===== config.mk =====
export PLATFORM = sky130hd
export DESIGN_NAME = ring_line_ctl
export DESIGN_NICKNAME = d
export VERILOG_FILES = /design/src/rtl/ring_line_pkg.sv /design/src/rtl/ring_line_ctl.sv /design/src/rtl/sample_tick.sv
export SDC_FILE = /design/constraint.sdc
export NUM_CORES = 1
export LEC_CHECK = 0
export ABC_CLOCK_PERIOD_IN_PS = 3400
export BUFFER_PORTS_ARGS = -buffer_cell sky130_fd_sc_hd__buf_2
export CAP_MARGIN = 20
export CORE_MARGIN = 3
export CORE_UTILIZATION = 54
export DETAILED_ROUTE_END_ITERATION = 10
export HOLD_SLACK_MARGIN = 0.1
export PLACE_DENSITY = 0.83
export SLEW_MARGIN = 20
export SYNTH_ARGS = -nofsm -noshare
export SYNTH_HDL_FRONTEND = slang
export SYNTH_SLANG_ARGS = --single-unit

===== constraint.sdc =====
create_clock -name clock -period 3.4 [get_ports clock]
set_clock_uncertainty 0.1 [all_clocks]
set_input_delay 0.17 -clock clock [delete_from_list [all_inputs] [get_ports clock]]
set_output_delay 0.17 -clock clock [all_outputs]
set_load 0.01 [all_outputs]

===== src/rtl/ring_line_pkg.sv =====
// Package: register map, field layout, reset values, timing and carriers for the line interface
package ring_line_pkg;

    // ==========================================
    // APB register offsets
    localparam logic [7:0] CONTROL_OFFSET = 8'h00;
    localparam logic [7:0] STATUS_OFFSET = 8'h04;
    localparam logic [7:0] SENSE_OFFSET = 8'h08;
    localparam logic [7:0] SAMPLE_OFFSET = 8'h0C;

    // ==========================================
    // Control register field positions
    localparam int AC_IMPEDANCE_BIT = 0;
    localparam int FULL_WAVE_BIT = 1;
    localparam int THRESHOLD_BIT = 2;
    localparam int HOOK_BIT = 3;
    localparam int MONITOR_BIT = 4;
    localparam int POWER_DOWN_BIT = 5;
    localparam int RINGER_SYNTH_BIT = 6;
    localparam int HEADROOM_BIT = 7;
    localparam int JAPAN_VARIANT_BIT = 8;
    localparam int LOW_VARIANT_BIT = 9;
    localparam int SLOW_RAMP_BIT = 10;
    localparam int DC_TERM_LSB = 11;
    localparam int CONTROL_WIDTH = 13;

    // Status register field positions
    localparam int POS_FLAG_BIT = 0;
    localparam int NEG_FLAG_BIT = 1;
    localparam int ONESHOT_BIT = 2;

    // Reset value of control: FCC dc termination, link powered down
    localparam logic [12:0] CONTROL_RESET = 13'h1020;

    // ==========================================
    // Dc termination codes
    localparam logic [1:0] DC_LOW_VOLTAGE = 2'b00;
    localparam logic [1:0] DC_JAPAN = 2'b01;
    localparam logic [1:0] DC_FCC = 2'b10;
    localparam logic [1:0] DC_CTR21 = 2'b11;

    // ==========================================
    // Serial sample codes
    localparam logic [15:0] SAMPLE_MAX = 16'h7FFF;
    localparam logic [15:0] SAMPLE_MIN = 16'h8000;
    localparam logic [15:0] SAMPLE_IDLE_FULL = 16'h04CC;

    // ==========================================
    // Timing
    localparam int CLOCK_HZ = 125_000_000;
    localparam int SAMPLE_RATE_HZ = 8000;
    localparam int SAMPLE_DIVIDE = CLOCK_HZ / SAMPLE_RATE_HZ;
    localparam logic [16:0] ONESHOT_SAMPLES = 17'h1_0000;
    localparam logic [7:0] RAMP_STEPS = 8'hFF;

    // ==========================================
    // Carriers
    typedef struct packed {
        logic [1:0] dcTermination;
        logic onhookSlowRamp;
        logic fccLowestVoltageVariant;
        logic fccJapanLikeVariant;
        logic toneHeadroomBoost;
        logic ringerImpedanceSynth;
        logic linkPowerDown;
        logic onhookMonitorEnable;
        logic hookStateControl;
        logic ringThresholdSelect;
        logic ringFullWaveEnable;
        logic acImpedanceSelect;
    } control_s;

    typedef struct packed {
        logic complexAc;
        logic synthRinger;
        logic headroomBoost;
        logic txAttenuate17;
        logic txAttenuate40;
        logic japanLoop;
        logic lowVoltageLoop;
        logic [1:0] dcMode;
        logic offHook;
        logic [7:0] loopCurrentLevel;
    } line_drive_s;

endpackage : ring_line_pkg


===== src/rtl/ring_line_ctl.sv =====
// Line-side ring detection and line interface control with APB registers
//
// Our own choices: the address map and the APB slave port.
`timescale 1ns/1ns
`default_nettype none
module ring_line_ctl (
    input wire logic clock,
    input wire logic reset,
    input wire logic psel,
    input wire logic penable,
    input wire logic pwrite,
    input wire logic [7:0] paddr,
    input wire logic [31:0] pwdata,
    output logic [31:0] prdata,
    output logic pready,
    output logic pslverr,
    input wire logic [1:0] ringSensePos,
    input wire logic [1:0] ringSenseNeg,
    input wire logic [4:0] lineSenseCode,
    output ring_line_pkg::line_drive_s lineDrive,
    output logic [15:0] sampleData,
    output logic sampleValid
);
    import ring_line_pkg::*;

    typedef struct packed {
        control_s control;
        logic [1:0] posMeta;
        logic [1:0] posSync;
        logic [1:0] negMeta;
        logic [1:0] negSync;
        logic ringPosFlag;
        logic ringNegFlag;
        logic ringDetectOneshot;
        logic [16:0] oneshotCount;
        logic [7:0] loopLevel;
        logic [15:0] sample;
        logic sampleValid;
        line_drive_s drive;
        logic [31:0] readData;
        logic ready;
        logic error;
    } state_s;

    state_s state;
    state_s next_state;
    logic tick;
    logic posAbove;
    logic negBelow;
    logic writeHit;
    logic [15:0] nextSample;

    sample_tick divider (
        .clock(clock),
        .reset(reset),
        .tick(tick)
    );

    // ==========================================
    // Threshold comparators, after synchronization
    always_comb begin
        posAbove = state.control.ringThresholdSelect ? state.posSync[1] : state.posSync[0];
        negBelow = state.control.ringThresholdSelect ? state.negSync[1] : state.negSync[0];
        writeHit = psel && penable && pwrite && !state.ready;
    end

    // ==========================================
    // Sample code
    always_comb begin
        if (state.control.ringFullWaveEnable) begin
            if (posAbove) begin
                nextSample = SAMPLE_MAX;
            end else if (negBelow) begin
                nextSample = SAMPLE_MIN;
            end else begin
                nextSample = SAMPLE_IDLE_FULL;
            end
        end else begin
            nextSample = posAbove ? SAMPLE_MAX : SAMPLE_MIN;
        end
    end

    // ==========================================
    // Next state
    always_comb begin
        next_state = state;
        next_state.sampleValid = 1'b0;
        next_state.posMeta = ringSensePos;
        next_state.posSync = state.posMeta;
        next_state.negMeta = ringSenseNeg;
        next_state.negSync = state.negMeta;

        // APB slave: one wait state, answer in the second access cycle
        next_state.ready = 1'b0;
        next_state.error = 1'b0;
        if (psel && penable && !state.ready) begin
            next_state.ready = 1'b1;
            next_state.readData = 32'h0000_0000;
            case (paddr)
                CONTROL_OFFSET: begin
                    next_state.readData = {19'h0_0000, state.control};
                end
                STATUS_OFFSET: begin
                    next_state.readData = {29'h0000_0000, state.ringDetectOneshot,
                        state.ringNegFlag, state.ringPosFlag};
                end
                SENSE_OFFSET: begin
                    next_state.readData = {27'h000_0000, lineSenseCode};
                end
                SAMPLE_OFFSET: begin
                    next_state.readData = {16'h0000, state.sample};
                end
                default: begin
                    next_state.error = 1'b1;
                end
            endcase
            if (writeHit && paddr == CONTROL_OFFSET) begin
                next_state.control = control_s'(pwdata[CONTROL_WIDTH-1:0]);
            end
        end

        // Per-sample ring evaluation
        if (tick) begin
            next_state.ringPosFlag = posAbove;
            next_state.ringNegFlag = negBelow && !posAbove;
            if (posAbove && !state.ringPosFlag) begin
                next_state.ringDetectOneshot = 1'b1;
                next_state.oneshotCount = ONESHOT_SAMPLES;
            end else if (state.oneshotCount != 17'h0_0000) begin
                next_state.oneshotCount = state.oneshotCount - 17'h0_0001;
                if (state.oneshotCount == 17'h0_0001) begin
                    next_state.ringDetectOneshot = 1'b0;
                end
            end
            if (!state.control.linkPowerDown && !state.control.hookStateControl
                    && !state.control.onhookMonitorEnable) begin
                next_state.sample = nextSample;
                next_state.sampleValid = 1'b1;
            end
            // Loop current ramp
            if (state.control.hookStateControl) begin
                next_state.loopLevel = RAMP_STEPS;
            end else if (state.control.onhookSlowRamp && state.loopLevel != 8'h00) begin
                next_state.loopLevel = state.loopLevel - 8'h01;
            end
        end
        if (!state.control.hookStateControl && !state.control.onhookSlowRamp) begin
            next_state.loopLevel = 8'h00;
        end
        if (state.control.hookStateControl && !state.drive.offHook) begin
            next_state.ringDetectOneshot = 1'b0;
            next_state.oneshotCount = 17'h0_0000;
        end

        // Line drive outputs
        next_state.drive.complexAc = state.control.acImpedanceSelect;
        next_state.drive.synthRinger = state.control.ringerImpedanceSynth;
        next_state.drive.headroomBoost = state.control.toneHeadroomBoost;
        next_state.drive.dcMode = state.control.dcTermination;
        next_state.drive.txAttenuate17 = state.control.dcTermination == DC_JAPAN;
        next_state.drive.txAttenuate40 = state.control.dcTermination == DC_LOW_VOLTAGE;
        next_state.drive.japanLoop = state.control.dcTermination == DC_JAPAN
            || (state.control.dcTermination == DC_FCC
                && state.control.fccJapanLikeVariant);
        next_state.drive.lowVoltageLoop = state.control.dcTermination == DC_LOW_VOLTAGE
            || (state.control.dcTermination == DC_FCC
                && state.control.fccLowestVoltageVariant);
        next_state.drive.offHook = state.control.hookStateControl;
        next_state.drive.loopCurrentLevel = state.loopLevel;
    end

    always_ff @(posedge clock or posedge reset) begin
        if (reset) begin
            state <= '0;
            state.control <= control_s'(CONTROL_RESET);
        end else begin
            state <= next_state;
        end
    end

    assign prdata = state.readData;
    assign pready = state.ready;
    assign pslverr = state.error;
    assign lineDrive = state.drive;
    assign sampleData = state.sample;
    assign sampleValid = state.sampleValid;

    // ==========================================
    // Checks
    oneshot_offhook_a: assert property (@(posedge clock) disable iff (reset)
        $rose(state.control.hookStateControl) |=> !state.ringDetectOneshot)
        else $error("one-shot not cleared on off-hook");
    flags_exclusive_a: assert property (@(posedge clock) disable iff (reset)
        !(state.ringPosFlag && state.ringNegFlag))
        else $error("both ring flags set");
    posflag_follow_a: assert property (@(posedge clock) disable iff (reset)
        tick |=> state.ringPosFlag == $past(posAbove))
        else $error("positive flag wrong");
    negflag_follow_a: assert property (@(posedge clock) disable iff (reset)
        tick && negBelow && !posAbove |=> state.ringNegFlag)
        else $error("negative flag wrong");
    oneshot_set_a: assert property (@(posedge clock) disable iff (reset)
        tick && posAbove && !state.ringPosFlag && !state.control.hookStateControl
        |=> state.ringDetectOneshot && state.oneshotCount == 17'h1_0000)
        else $error("one-shot not armed");
    oneshot_expire_a: assert property (@(posedge clock) disable iff (reset)
        $fell(state.ringDetectOneshot) |-> state.oneshotCount == 17'h0_0000)
        else $error("one-shot ended early");
    stream_gate_a: assert property (@(posedge clock) disable iff (reset)
        state.sampleValid |-> !$past(state.control.linkPowerDown)
            && !$past(state.control.hookStateControl))
        else $error("sample sent while gated");
    halfwave_code_a: assert property (@(posedge clock) disable iff (reset)
        state.sampleValid && !$past(state.control.ringFullWaveEnable)
        |-> state.sample == SAMPLE_MAX || state.sample == SAMPLE_MIN)
        else $error("bad half-wave code");
    fcc_variant_a: assert property (@(posedge clock) disable iff (reset)
        state.drive.japanLoop && state.drive.dcMode == DC_FCC |-> !state.drive.txAttenuate17)
        else $error("variant attenuates");

endmodule : ring_line_ctl
`default_nettype wire


===== src/rtl/sample_tick.sv =====
// Sample-rate enable divider
`timescale 1ns/1ns
`default_nettype none
module sample_tick (
    input wire logic clock,
    input wire logic reset,
    output logic tick
);
    import ring_line_pkg::*;

    typedef struct packed {
        logic [15:0] count;
        logic tick;
    } state_s;

    state_s state;
    state_s next_state;

    // ==========================================
    // Divider
    always_comb begin
        next_state = state;
        next_state.tick = 1'b0;
        if (state.count == 16'(SAMPLE_DIVIDE - 1)) begin
            next_state.count = 16'h0000;
            next_state.tick = 1'b1;
        end else begin
            next_state.count = state.count + 16'h0001;
        end
    end

    always_ff @(posedge clock or posedge reset) begin
        if (reset) begin
            state <= '0;
        end else begin
            state <= next_state;
        end
    end

    assign tick = state.tick;

endmodule : sample_tick
`default_nettype wire


======== Yosys cells after proc, flatten, opt, wreduce, memory -nomap -nowiden ========
Cells that the tools add are included.
cells by class
  add/subtract/negate cells ............... 3
  equality and inequality tests ........... 7
  muxes and demuxes ....................... 20
  reductions and logical operators ........ 39
operator list
  cell                                                 number
  2-to-1 mux 16 bit                                    5
  case mux 16 bit (4 select lines)                     1
  2-to-1 mux 18 bit                                    3
  2-to-1 mux 43 bit                                    1
  2-to-1 mux 8 bit                                     3
  == test 17 x 1 -> 1 bit (second input constant)      1
  2-to-1 mux 17 bit                                    1
  nonzero test 17 bit                                  1
  subtractor 17 x 1 -> 17 bit (second input constant)  1
  adder 16 x 1 -> 16 bit (second input constant)       1
  == test 16 x 14 -> 1 bit (second input constant)     1
  == test 8 x 4 -> 1 bit (second input constant)       2
  logical AND 1 bit                                    14
  nonzero test 3 bit                                   3
  == test 8 x 3 -> 1 bit (second input constant)       1
  logical NOT 1 bit                                    8
  logical NOT 8 bit                                    1
  AND reduction 2 bit                                  4
  nonzero test 8 bit                                   1
  subtractor 8 x 1 -> 8 bit (second input constant)    1
  2-to-1 mux 1 bit                                     5
  nonzero test 2 bit                                   2
  OR reduction 4 bit                                   1
  AND reduction 3 bit                                  1
  5 further kinds                                      6
word-level totals
  bits in registers ....................... 119
  logic and storage cells ................. 107

======== Depth between registers and ports, before layout ========
Gate-level depths: netlist (run 1).
  depth after elaboration ................. 7
  gate-level depth with buffers ........... 8
  mapped depth without buffers ............ 7

======== Hierarchy ========
A second synthesis (run 1) with hierarchy kept.
unflattened totals
  cells, all modules ...................... 501
  area total of the unflattened synthesis .. 5231.3 µm²
modules (own cells, without submodules)
  module         instances  cells an instance  area each (µm²)
  ring_line_ctl  1          424                4413.0
  sample_tick    1          77                 818.3

======== Least setup slack after synthesis (run 1) ========
No wires, ideal clock.
  path kind ............................... reg2reg
  start ................................... register state[85] in the netlist's numbering
  end ..................................... register state[91] in the netlist's numbering
  library setup time ...................... 0.077 ns
  arrival time ............................ 2.306 ns
  data required time ...................... 3.223 ns
  slack ................................... 0.917 ns
  stages on the path, launching flop included .. 7
  period minus slack after synthesis ...... 2.483 ns
  path through ............................ dfrtp_1 -> or3_4 -> or4_1 -> buf_2 -> or4_4 -> or4_1 -> a21oi_1
on the way
  cells in the longest elaborated chain, start to end .. 5
ends and longest elaborated chain
  element                      RTL line              source
  from (decl)                  ring_line_ctl.sv:45   state_s state;
  from (signal assigned)       ring_line_ctl.sv:177  state <= next_state;
  subtractor 17 x 1 -> 17 bit  ring_line_ctl.sv:130  next_state.oneshotCount = state.oneshotCount - 17'h0_0001;
  2-to-1 mux 18 bit            ring_line_ctl.sv:129  end else if (state.oneshotCount != 17'h0_0000) begin
  2-to-1 mux 18 bit            ring_line_ctl.sv:126  if (posAbove && !state.ringPosFlag) begin
  2-to-1 mux 43 bit            ring_line_ctl.sv:123  if (tick) begin
  2-to-1 mux 18 bit            ring_line_ctl.sv:150  if (state.control.hookStateControl && !state.drive.offHook) begin
Parallel ways exist; a longest one is shown, timed or not. The select of a mux whose other input is x is not followed.
A chain may end at the register's enable or synchronous reset.

======== Final worst setup path (run 1) ========
Ends and elaborated chain as after synthesis.

==> results of run 1 <==
[final cells by class]
class	instances	area (µm²)	share of cell area [%]
flip-flops and latches	105	2630	47.0
clock buffers	10	128	2.28
well taps	108	135	2.41
multi-input cells	300	1870	33.4
inverters	11	43.8	0.782
repair buffers	114	688	12.3
clock inverters	5	104	1.86
[registers in the layout, indices dropped and copies added (netlist names)]
register,flops
prdata,15
pslverr,1
divider.state,16
next_state,18
lineDrive,18
state,31
pready,1
divider.tick,1
sampleData,3
sampleValid,1
[cells in the mapped netlist (5+ instances only)]
cell      count
nor4_1        9
mux2_2       13
mux2i_1       8
or2_2         6
nand2_1      36
clkbuf_1     12
xor2_1        6
buf_4        67
nand3_1      19
or4_1         6
nor2_1       37
a21oi_1      36
o31ai_1       6
nor3_1        9
nor2b_1       5
ha_1          6
o21ai_0      17
xnor2_1      10
dfrtp_1     103
nor3b_1       5
inv_1        11
[report_power, final]
group	internal [µW]	switching (µW)	total (µW)	leakage, µW
sequential	1280	34.0	1320	0.00141
clock	487	412	899	0.000117
combinational	130	204	335	0.00131
[final timing paths]
kind | from | end | slack [ns] | cells after the start
max in group asynchronous | reset | state[93]$_DFFE_PP0P_ | 2.01 | 4
min in group asynchronous | reset | next_state[43]$_DFFE_PP0P_ | 0.42 | 3
setup / recovery | state[85]$_DFFE_PP0P_ | state[91]$_DFFE_PP0P_ | 0.79 | 5
hold / removal | lineSenseCode[3] | prdata[3]$_DFFE_PP0P_ | 0.12 | 5
setup reg to reg | state[85]$_DFFE_PP0P_ | state[91]$_DFFE_PP0P_ | 0.79 | 5
hold reg to reg | next_state[102]$_DFF_PP0_ | state[102]$_DFF_PP0_ | 0.25 | 0
[worst register-to-register path, cell delays in order, from the launching register on]
cell and delay, ns:
dfrtp_1 0.42, or3_4 0.39, or4_1 0.60, or4_4 0.47, or4_1 0.41, a21oi_1 0.15
[cell families (layout without fill, tap and decap cells)]
| logic type | count (synthesis) | count (layout) |
|---|---|---|
| xor+xnor | 16 | 16 |
| compound gates | 81 | 81 |
| other cells | 1 | 16 |
| fa+ha+maj | 6 | 6 |
| mux | 24 | 24 |
| simple gates | 157 | 157 |
| flops | 105 | 105 |
| buf+inv | 93 | 140 |
[stage by stage]
step | hold slack [ns] | instance area (µm²) | utilization [%]
global placement | 0.180 | 5170 | 58.1
global route | 0.169 | 5600 | 63.0
floorplan | 0.101 | 5110 | -
finish | 0.120 | 5600 | 63.0
detailed placement | 0.179 | 5170 | 58.1
CTS | 0.107 | 5600 | 63.0
[per-layer routing]
metal	vias to the layer above	wire length (µm)
met4	0	392
met2	135	4990
met5	-	0
li1	1718	-
met3	32	588
met1	1804	4270
==> summary.txt, run 1 <==
Outcome
  – Status: completed

Clocking
  – Hold Buf Count CTS: 20
  – TritonCTS clock tree: yes
  – PostCTS Resize Cnt: 0
  – Setup bufs post-CTS: 0
  – Skew-Pair Late Insertion Delay: between 0.3 and 0.4 ns
  – Reg clk slew, reported paths: approximately 0.1 ns
  – Sink Count: between 100 and 150
  – Root Driver: clkbuf_8
  – # H-tree levels: 3
  – Clock Path Buffers: 2
  – CTS buffer count: 9

Placement
  – Dpl cells: about 600
  – Worst slack at placement: 0.825 ns
  – Placer congestion estimate: 0.863
  – Post-DP HPWL: 6990 µm
  – PortBufs: 87

Routing
  – Vias: 3689
  – Antenna viol nets, final: 0
  – Vias per inst: 5.65
  – TritonRoute pass-1 iters: 5
  – DRC violations left: 0
  – Drt total wl: 10200 µm
  – 1st-iter DRT viols: 170
  – Routed WL per cell: 15.7 µm

Timing
  – Final WS setup: 0.790 ns
  – Setup tns final: 0 ns
  – Tmin final: 2.61 ns
  – RSZ-0062 raised after global routing: no
  – Least-Margin Pin Slew: 0.857 ns
  – # setup viols final: 0
  – Final Hold Viols: 0
  – Slew HR: 42.7%
  – Max Freq: 383 MHz
  – Final worst-path cycle share: 76.8%
  – Slew Limit Fails: 0

Yosys
  – Compound-cell area share of the yosys netlist: roughly a tenth
  – Synthesized area: between 5000 and 6000 µm²
  – Post-synthesis xor/xnor area fraction: 2.77%
  – Synth top area cells: dfrtp_1, buf_4, a21oi_1, mux2_2, nor2_1
  – Avg Cell Area, Syn: 10.5 µm²
  – EDFF count, synth: 0
  – Portion of netlist area occupied by mux cells: ~5.8%
  – Area share of the largest cell type after synthesis: 51.0%
  – Post-synth top area cell: dfrtp_1
  – Synth Area in Adders: 1.49%
  – Synth Instances: 483
  – Synth Register Bits: 105
  – Simple-Gate Fraction of Synth Area: ~16%
  – YS warnings: 0
  – Distinct cells, synth: 50
  – Async SR Flop Fraction: 100%
  – Most used DFF post-synth: dfrtp_1
  – Main combinational cell family by area after synthesis: simple AND/OR/NAND/NOR gates
  – Post-synthesis sequential area ratio: between 50% and 60%

GRT
  – Met1 Track Usage GR: 24.7%
  – GR Util All Layers: 19.8%
  – Vias in the first global route: 3534
  – GR peak layer: met2
  – Largest net degree at the start of global routing: 74
  – Met2 Usage GRT: 32.7%
  – First-pass GRT wire length: between 15000 and 20000 µm
  – Grt ovf: 0
  – Met3 usage: under 10%
  – Initial antenna violation count: 0

Setup path
  – Critical Path Source Type: register
  – CP bufs+invs: 0
  – Crit path kind: register to register
  – Worst Path Required: 3.59 ns
  – Critical-path cell list: or3_4 > or4_1 > or4_4 > or4_1 > a21oi_1
  – Critical Path AT: 2.80 ns
  – Critical path's largest stage delay: ~0.60 ns
  – Largest delay share family, worst path: simple AND/OR/NAND/NOR gates
  – Most frequent CP cell: or4_1
  – CP max-delay cell: or4_1
  – Critical Path Fanout Max: 7
  – CP Capture Type: register

Final layout
  – Nets: 601
  – Fin cells: about 650
  – Layout area overhead: 10.8%
  – Share of post-route cells with drive strength above 1: about a quarter
  – Fillers: 675
  – Most common cell after layout, fill and taps aside: dfrtp_1
  – # diodes: 0
  – Most frequent cells in the layout: dfrtp_1, buf_2, nor2_1, nand2_1, a21oi_1

Floorplan
  – # rows: 34
  – Die Span Y: ~100 µm
  – Die ar.: around 11000 µm²
  – I/O pin total: 123
  – Die width: between 100 and 150 µm
  – Core area: 8890 µm²
  – Initial Util: 56.8%

Pwr
  – Power Density: 456 nW/µm²
  – Max VDD drop: roughly 0.19 mV
  – Power Total: approximately 2600 µW
  – Leakage: 0.00283 µW

Worst hold path
  – Hold Crit Class: primary input to register

Flow run
  – Max capacitance violation total: 0
Power figures use the tool's default switching activity.
==> run 2: changes to the inputs <==
ABC_CLOCK_PERIOD_IN_PS = 2300   (was 3400)
CORE_UTILIZATION = 48   (was 54)
PLACE_DENSITY = 0.78   (was 0.83)
clock period = 2.3 ns   (was 3.4 ns; I/O delays follow)
==> summary.txt, run 2 (synthesis gave the netlist of run 1 again) <==
Outcome
  – Status: finished with violations
  – Violated checks: setup timing

Clocking
  – Root Driver: clkbuf_8
  – TritonCTS clock tree: yes
  – Reg clk slew, reported paths: 0.10 ns (about the same)
  – # H-tree levels: 3 (unchanged)
  – Sink Count: 105 (unchanged)
  – Clock Path Buffers: 2 (unchanged)
  – Skew-Pair Late Insertion Delay: 0.38 ns (about the same)
  – CTS buffer count: 9 (unchanged)

GRT
  – Met1 Track Usage GR: 25.3% (+0.55 points)
  – Grt ovf: 0 (unchanged)
  – Initial antenna violation count: 0 (unchanged)
  – GR peak layer: met2
  – Vias in the first global route: 3719 (+5.2%)
  – GR Util All Layers: 18.9% (-0.90 points)
  – Met3 usage: 4.06% (+0.81 points)
  – Met2 Usage GRT: 30.5% (-2.2 points)
  – Largest net degree at the start of global routing: 40 (-46%)
  – First-pass GRT wire length: 17700 µm (+8.7%)

Pwr
  – P_sw: 1160 µW (+78%)
  – Combinational Power Share: 22.4% (+9.3 points)
  – Power Density: 669 nW/µm² (+47%)
  – Switching share of power: 28.6% (+3.1 points)
  – Clock share of power: 29.6% (-5.6 points)
  – Leakage: 0.00303 µW (+6.8%)
  – Pint: 2880 µW (+52%)
  – Max VDD drop: 0.355 mV (+86%)
  – Power Total: 4040 µW (+58%)
  – Seq pwr share: 48.0% (-3.6 points)

Timing
  – Max Freq: 412 MHz (+7.5%)
  – Slew Limit Fails: 0 (unchanged)
  – Least-Margin Pin Slew: 0.862 ns (+0.00469 ns)
  – Final worst-path cycle share: 106% (+29 points)
  – Final WS setup: -0.128 ns (-0.918 ns)
  – Slew HR: 42.4% (-0.27 points)
  – Tmin final: 2.43 ns (-0.182 ns)
  – RSZ-0062 raised after global routing: yes
  – Final Hold Viols: 0 (unchanged)
  – # setup viols final: 6 (+6)

Routing
  – Vias per inst: 5.39 (-4.5%)
  – TritonRoute pass-1 iters: 5 (unchanged)
  – Routed WL per cell: 15.2 µm (-2.8%)
  – Drt total wl: 10900 µm (+6.9%)
  – DRC violations left: 0 (unchanged)
  – 1st-iter DRT viols: 223 (+31%)
  – Vias: 3873 (+5.0%)
  – Antenna viol nets, final: 0 (unchanged)

Worst hold path
  – Hold Startpoint: lineSenseCode[1]
  – Hold Crit Class: primary input to register
  – Worst Hold End: prdata[1]$_DFFE_PP0P_
  – Hold Path Depth: 3 (-2)

Final layout
  – Share of post-route cells with drive strength above 1: 32.1% (+6.6 points)
  – Final Util: 60.3% (-2.6 points)
  – Final instance area: 6030 µm² (+7.8%)
  – Fillers: 817 (+21%)
  – Largest Register: state
  – Fin cells: 718 (+10%)
  – Max FFs per register: 31 (unchanged)
  – Nets: 640 (+6.5%)
  – Most common cell after layout, fill and taps aside: dfrtp_1
  – Layout area overhead: 19.4%
  – Most frequent cells in the layout: dfrtp_1, buf_2, nor2_1, nand2_1, buf_4
  – # diodes: 0 (unchanged)

Setup path
  – Worst R2R Setup Slack: -0.13 ns (-0.92 ns)
  – Reg2Reg Depth: 5 (unchanged)
  – Worst Path Required: 2.51 ns (-1.08 ns)
  – Critical-path cell list: or3_4 > or4_4 > or4_4 > or4_4 > a21oi_2
  – CP max-delay cell: or4_4
  – Critical R2R Launch: state[87]$_DFFE_PP0P_
  – Critical Path Source Type: register
  – Critical Path Fanout Max: 3 (-4)
  – Critical path's largest stage delay: 0.49 ns (-0.11 ns)
  – CP Capture Type: register
  – Worst flop-to-flop path endpoint: state[91]$_DFFE_PP0P_
  – Crit path kind: register to register
  – Critical Path AT: 2.64 ns (-0.16 ns)
  – Most frequent CP cell: or4_4

Floorplan
  – Core area: 10000 µm² (+12%)
  – # rows: 36 (+5.9%)
  – Die Span Y: 109 µm (+5.7%)
  – I/O pin total: 123 (unchanged)
  – Die ar.: 11800 µm² (+12%)
  – Die width: 109 µm (+5.7%)
  – Initial Util: 50.5% (-6.3 points)

Placement
  – Cell Area, Placed: 5420 µm² (+4.8%)
  – Placer congestion estimate: 0.854 (-1.1%)
  – PortBufs: 87 (unchanged)
  – Post-DP HPWL: 7490 µm (+7.1%)
  – Dpl cells: 668 (+8.1%)

Flow run
  – Max capacitance violation total: 0 (unchanged)
==> run 2: changes by cell type in the layout (fill, tap and decap cells not counted), sizes merged <==
cell,previous run,this run
buf,94,126
bufinv,3,1
clkbuf,10,9
clkinv,1,2
clkinvlp,0,3
dlygate4sd3,20,27
==> run 2: worst max-delay path: cells and delay by family (launching register included) <==
family          cells  cell delay [ns]
simple gates        4             1.76
flops               1             0.39
compound gates      1             0.12
==> run 2: worst max-delay path by stage <==
stage	slack [ns]	startpoint	end	cells after the start
final	-0.13	state[87]$_DFFE_PP0P_	state[91]$_DFFE_PP0P_	5
after CTS	-0.13	state[87]$_DFFE_PP0P_	state[91]$_DFFE_PP0P_	5
after global placement	-0.24	state[91]$_DFFE_PP0P_	state[84]$_DFFE_PP0P_	6
after detailed placement	-0.30	state[91]$_DFFE_PP0P_	state[84]$_DFFE_PP0P_	6
after global routing	-0.18	state[87]$_DFFE_PP0P_	state[91]$_DFFE_PP0P_	5
after floorplan	-0.18	state[85]$_DFFE_PP0P_	state[91]$_DFFE_PP0P_	6
==> run 2: final cells by class <==
| cell class | instances | area [µm²] | share of cell area [%] |
|---|---|---|---|
| Inverter | 11 | 45.0 | 0.747 |
| Timing Repair Buffer | 153 | 1030 | 17.1 |
| Clock buffer | 9 | 124 | 2.05 |
| Sequential cell | 105 | 2630 | 43.6 |
| Clock inverter | 7 | 87.6 | 1.45 |
| Tap cell | 133 | 166 | 2.76 |
| Multi-Input combinational cell | 300 | 1950 | 32.3 |
==> run 2: timing repair <==
action                                  4_1_cts  5_1_grt
hold endpoints to repair                     58        0
hold buffers                                 27        0
setup buffers                                 4        3
gates resized for setup                      14        8
gates cloned                                  0        0
endpoints found under the setup margin       12       13
pin swaps                                     9        5
==> run 2: layer usage <==
layer  vias to the layer above  routed length [µm]
met5                         -                   0
met3                        22                 698
met1                      1905                4800
met4                         0                 227
li1                       1792                   -
met2                       154                5220
==> run 2: power groups by stage <==
stage / combinational [µW] / sequential [µW] / clock [µW]
floorplan: 404 / 1970 / 0
global route: 973 / 1940 / 1310
detailed placement: 642 / 1970 / 0
CTS: 814 / 1940 / 1220
finish: 905 / 1940 / 1190
global placement: 624 / 1970 / 0
==> run 2: metrics by stage <==
stage | setup slack [ns] | TNS (ns) | hold slack [ns]
2_1_floorplan | -0.176 | -0.259 | 0.0464
3_3_place_gp | -0.239 | -1.73 | 0.125
3_5_place_dp | -0.297 | -2.37 | 0.126
4_1_cts | -0.125 | -0.250 | 0.106
5_1_grt | -0.181 | -0.857 | 0.106
6_report | -0.128 | -0.221 | 0.114
==> run 3: changes to the inputs <==
SETUP_SLACK_MARGIN = 0.3   (was unset)
==> summary.txt, run 3 (synthesis gave the netlist of run 1 again) <==
Routing
  – Antenna viol nets, final: 0 (unchanged)
  – Routed WL per cell: 16.0 µm (+5.1%)
  – Drt total wl: 11700 µm (+6.6%)
  – Vias: 3907 (+0.88%)
  – 1st-iter DRT viols: 314 (+41%)
  – DRC violations left: 0 (unchanged)
  – TritonRoute pass-1 iters: 4 (-1)
  – Vias per inst: 5.37 (-0.51%)

Floorplan
  – I/O pin total: 123 (unchanged)
  – Core area: 10000 µm² (unchanged)
  – # rows: 36 (unchanged)
  – Die Span Y: 109 µm (unchanged)
  – Initial Util: 50.5% (unchanged)
  – Die ar.: 11800 µm² (unchanged)
  – Die width: 109 µm (unchanged)

Setup path
  – CP Capture Type: register
  – Worst Path Required: 2.51 ns (about the same)
  – Critical Path AT: 2.67 ns (+0.03 ns)
  – Crit path kind: register to register
  – Critical Path Source Type: register
  – Critical R2R Launch: state[87]$_DFFE_PP0P_
  – Critical Path Source: state[87]$_DFFE_PP0P_
  – Critical Path Fanout Max: 3 (unchanged)

Final layout
  – Layout area overhead: 23.7%
  – Nets: 650 (+1.6%)
  – Max FFs per register: 31 (unchanged)
  – Share of post-route cells with drive strength above 1: 34.8% (+2.7 points)
  – Most common cell after layout, fill and taps aside: dfrtp_1
  – Final Util: 62.5% (+2.2 points)
  – Most frequent cells in the layout: dfrtp_1, buf_2, buf_4, nor2_1, nand2_1
  – Largest Register: state
  – # diodes: 0 (unchanged)

Pwr
  – Leakage: 0.00312 µW (+3.0%)
  – Power Density: 681 nW/µm² (+1.8%)
  – Max VDD drop: 0.370 mV (+4.2%)

Clocking
  – Clock Path Buffers: 2 (unchanged)
  – CTS buffer count: 9 (unchanged)
  – TritonCTS clock tree: yes
  – Root Driver: clkbuf_8
  – Sink Count: 105 (unchanged)
  – # H-tree levels: 3 (unchanged)
  – Reg clk slew, reported paths: 0.11 ns (about the same)
  – Skew-Pair Late Insertion Delay: 0.38 ns (about the same)

Worst hold path
  – Hold Startpoint: lineSenseCode[1]
  – Hold Crit Class: primary input to register

GRT
  – Initial antenna violation count: 0 (unchanged)
  – GR Util All Layers: 19.8% (+0.86 points)
  – First-pass GRT wire length: 18400 µm (+4.4%)
  – Grt ovf: 0 (unchanged)
  – Vias in the first global route: 3820 (+2.7%)
  – Largest net degree at the start of global routing: 64 (+60%)

Outcome
  – Status: finished with violations
  – Violated checks: setup timing

Flow run
  – Max capacitance violation total: 0 (unchanged)

Timing
  – Slew Limit Fails: 0 (unchanged)
  – Final Hold Viols: 0 (unchanged)
  – Final worst-path cycle share: 107% (+1.2 points)
  – RSZ-0062 raised after global routing: yes
  – Tmin final: 2.46 ns (+0.0283 ns)
  – # setup viols final: 8 (+2)
  – Max Freq: 407 MHz (-1.2%)
  – Final WS setup: -0.157 ns (-0.0283 ns)
  – Slew HR: 57.4% (+15 points)
  – Least-Margin Pin Slew: 0.635 ns (-0.227 ns)
  – Setup tns final: -0.703 ns (-0.482 ns)

Placement
  – Post-DP HPWL: 7760 µm (+3.7%)
  – PortBufs: 87 (unchanged)
  – Placer congestion estimate: 0.898 (+5.2%)
==> run 3: report_power, final <==
group / internal (µW) / switching, µW
Sequential: 1900 / 46.2
Combinational: 569 / 579
Clock: 438 / 728
==> run 3: final timing paths <==
path	endpoint	slack, ns	depth (start not counted)
max	state[91]$_DFFE_PP0P_	-0.16	5
min	prdata[1]$_DFFE_PP0P_	0.16	3
max reg2reg	state[91]$_DFFE_PP0P_	-0.16	5
min reg2reg	state[102]$_DFF_PP0_	0.26	0
max in group asynchronous	next_state[44]$_DFFE_PP1P_	1.15	4
min in group asynchronous	lineDrive[17]$_DFF_PP0_	0.23	3
==> run 3: routing by layer <==
metal / track usage, % / vias to the layer above / wire (µm)
li1: - / 1819 / -
met1: 25.1 / 1940 / 4750
met2: 34.6 / 141 / 6180
met3: 3.28 / 7 / 643
met4: 5.95 / 0 / 99
met5: 0 / - / 0
==> run 3: through the flow <==
| step | worst slack, ns | power [µW] | hold WS [ns] | area, µm² | cells |
|---|---|---|---|---|---|
| final | -0.157 | 4260 | 0.162 | 6250 | 728 |
| after global routing | -0.190 | 4430 | 0.152 | 6250 | 728 |
| after CTS | -0.129 | 4070 | 0.140 | 6110 | 723 |
| after detailed placement | -0.142 | 2650 | 0.0848 | 5430 | 669 |
| after global placement | -0.0710 | 2620 | 0.0817 | 5430 | 669 |
| after floorplan | -0.175 | 2420 | 0.0464 | 5150 | 498 |
==> run 3: layout make-up <==
class	instances	area, µm²
fill	768	3750
clock buffer	9	124
sequential	105	2630
multi-input combinational	300	2080
clock inverter	7	83.8
timing repair buffer	163	1120
tap	133	166
inverter	11	45.0
==> run 3: repair_timing <==
item / in CTS / in global routing
pin swaps: 13 / 13
endpoints found under the hold margin: 81 / 0
hold buffers: 30 / 0
setup endpoints to repair: 25 / 33
resized for setup: 22 / 20
buffers inserted: 8 / 5
==> run 3: worst max-delay path: stages (launching register included) <==
cell and delay [ns]:
dfrtp_1 0.41, or3_4 0.40, or4_4 0.49, or4_4 0.44
or4_4 0.42, a21oi_2 0.13
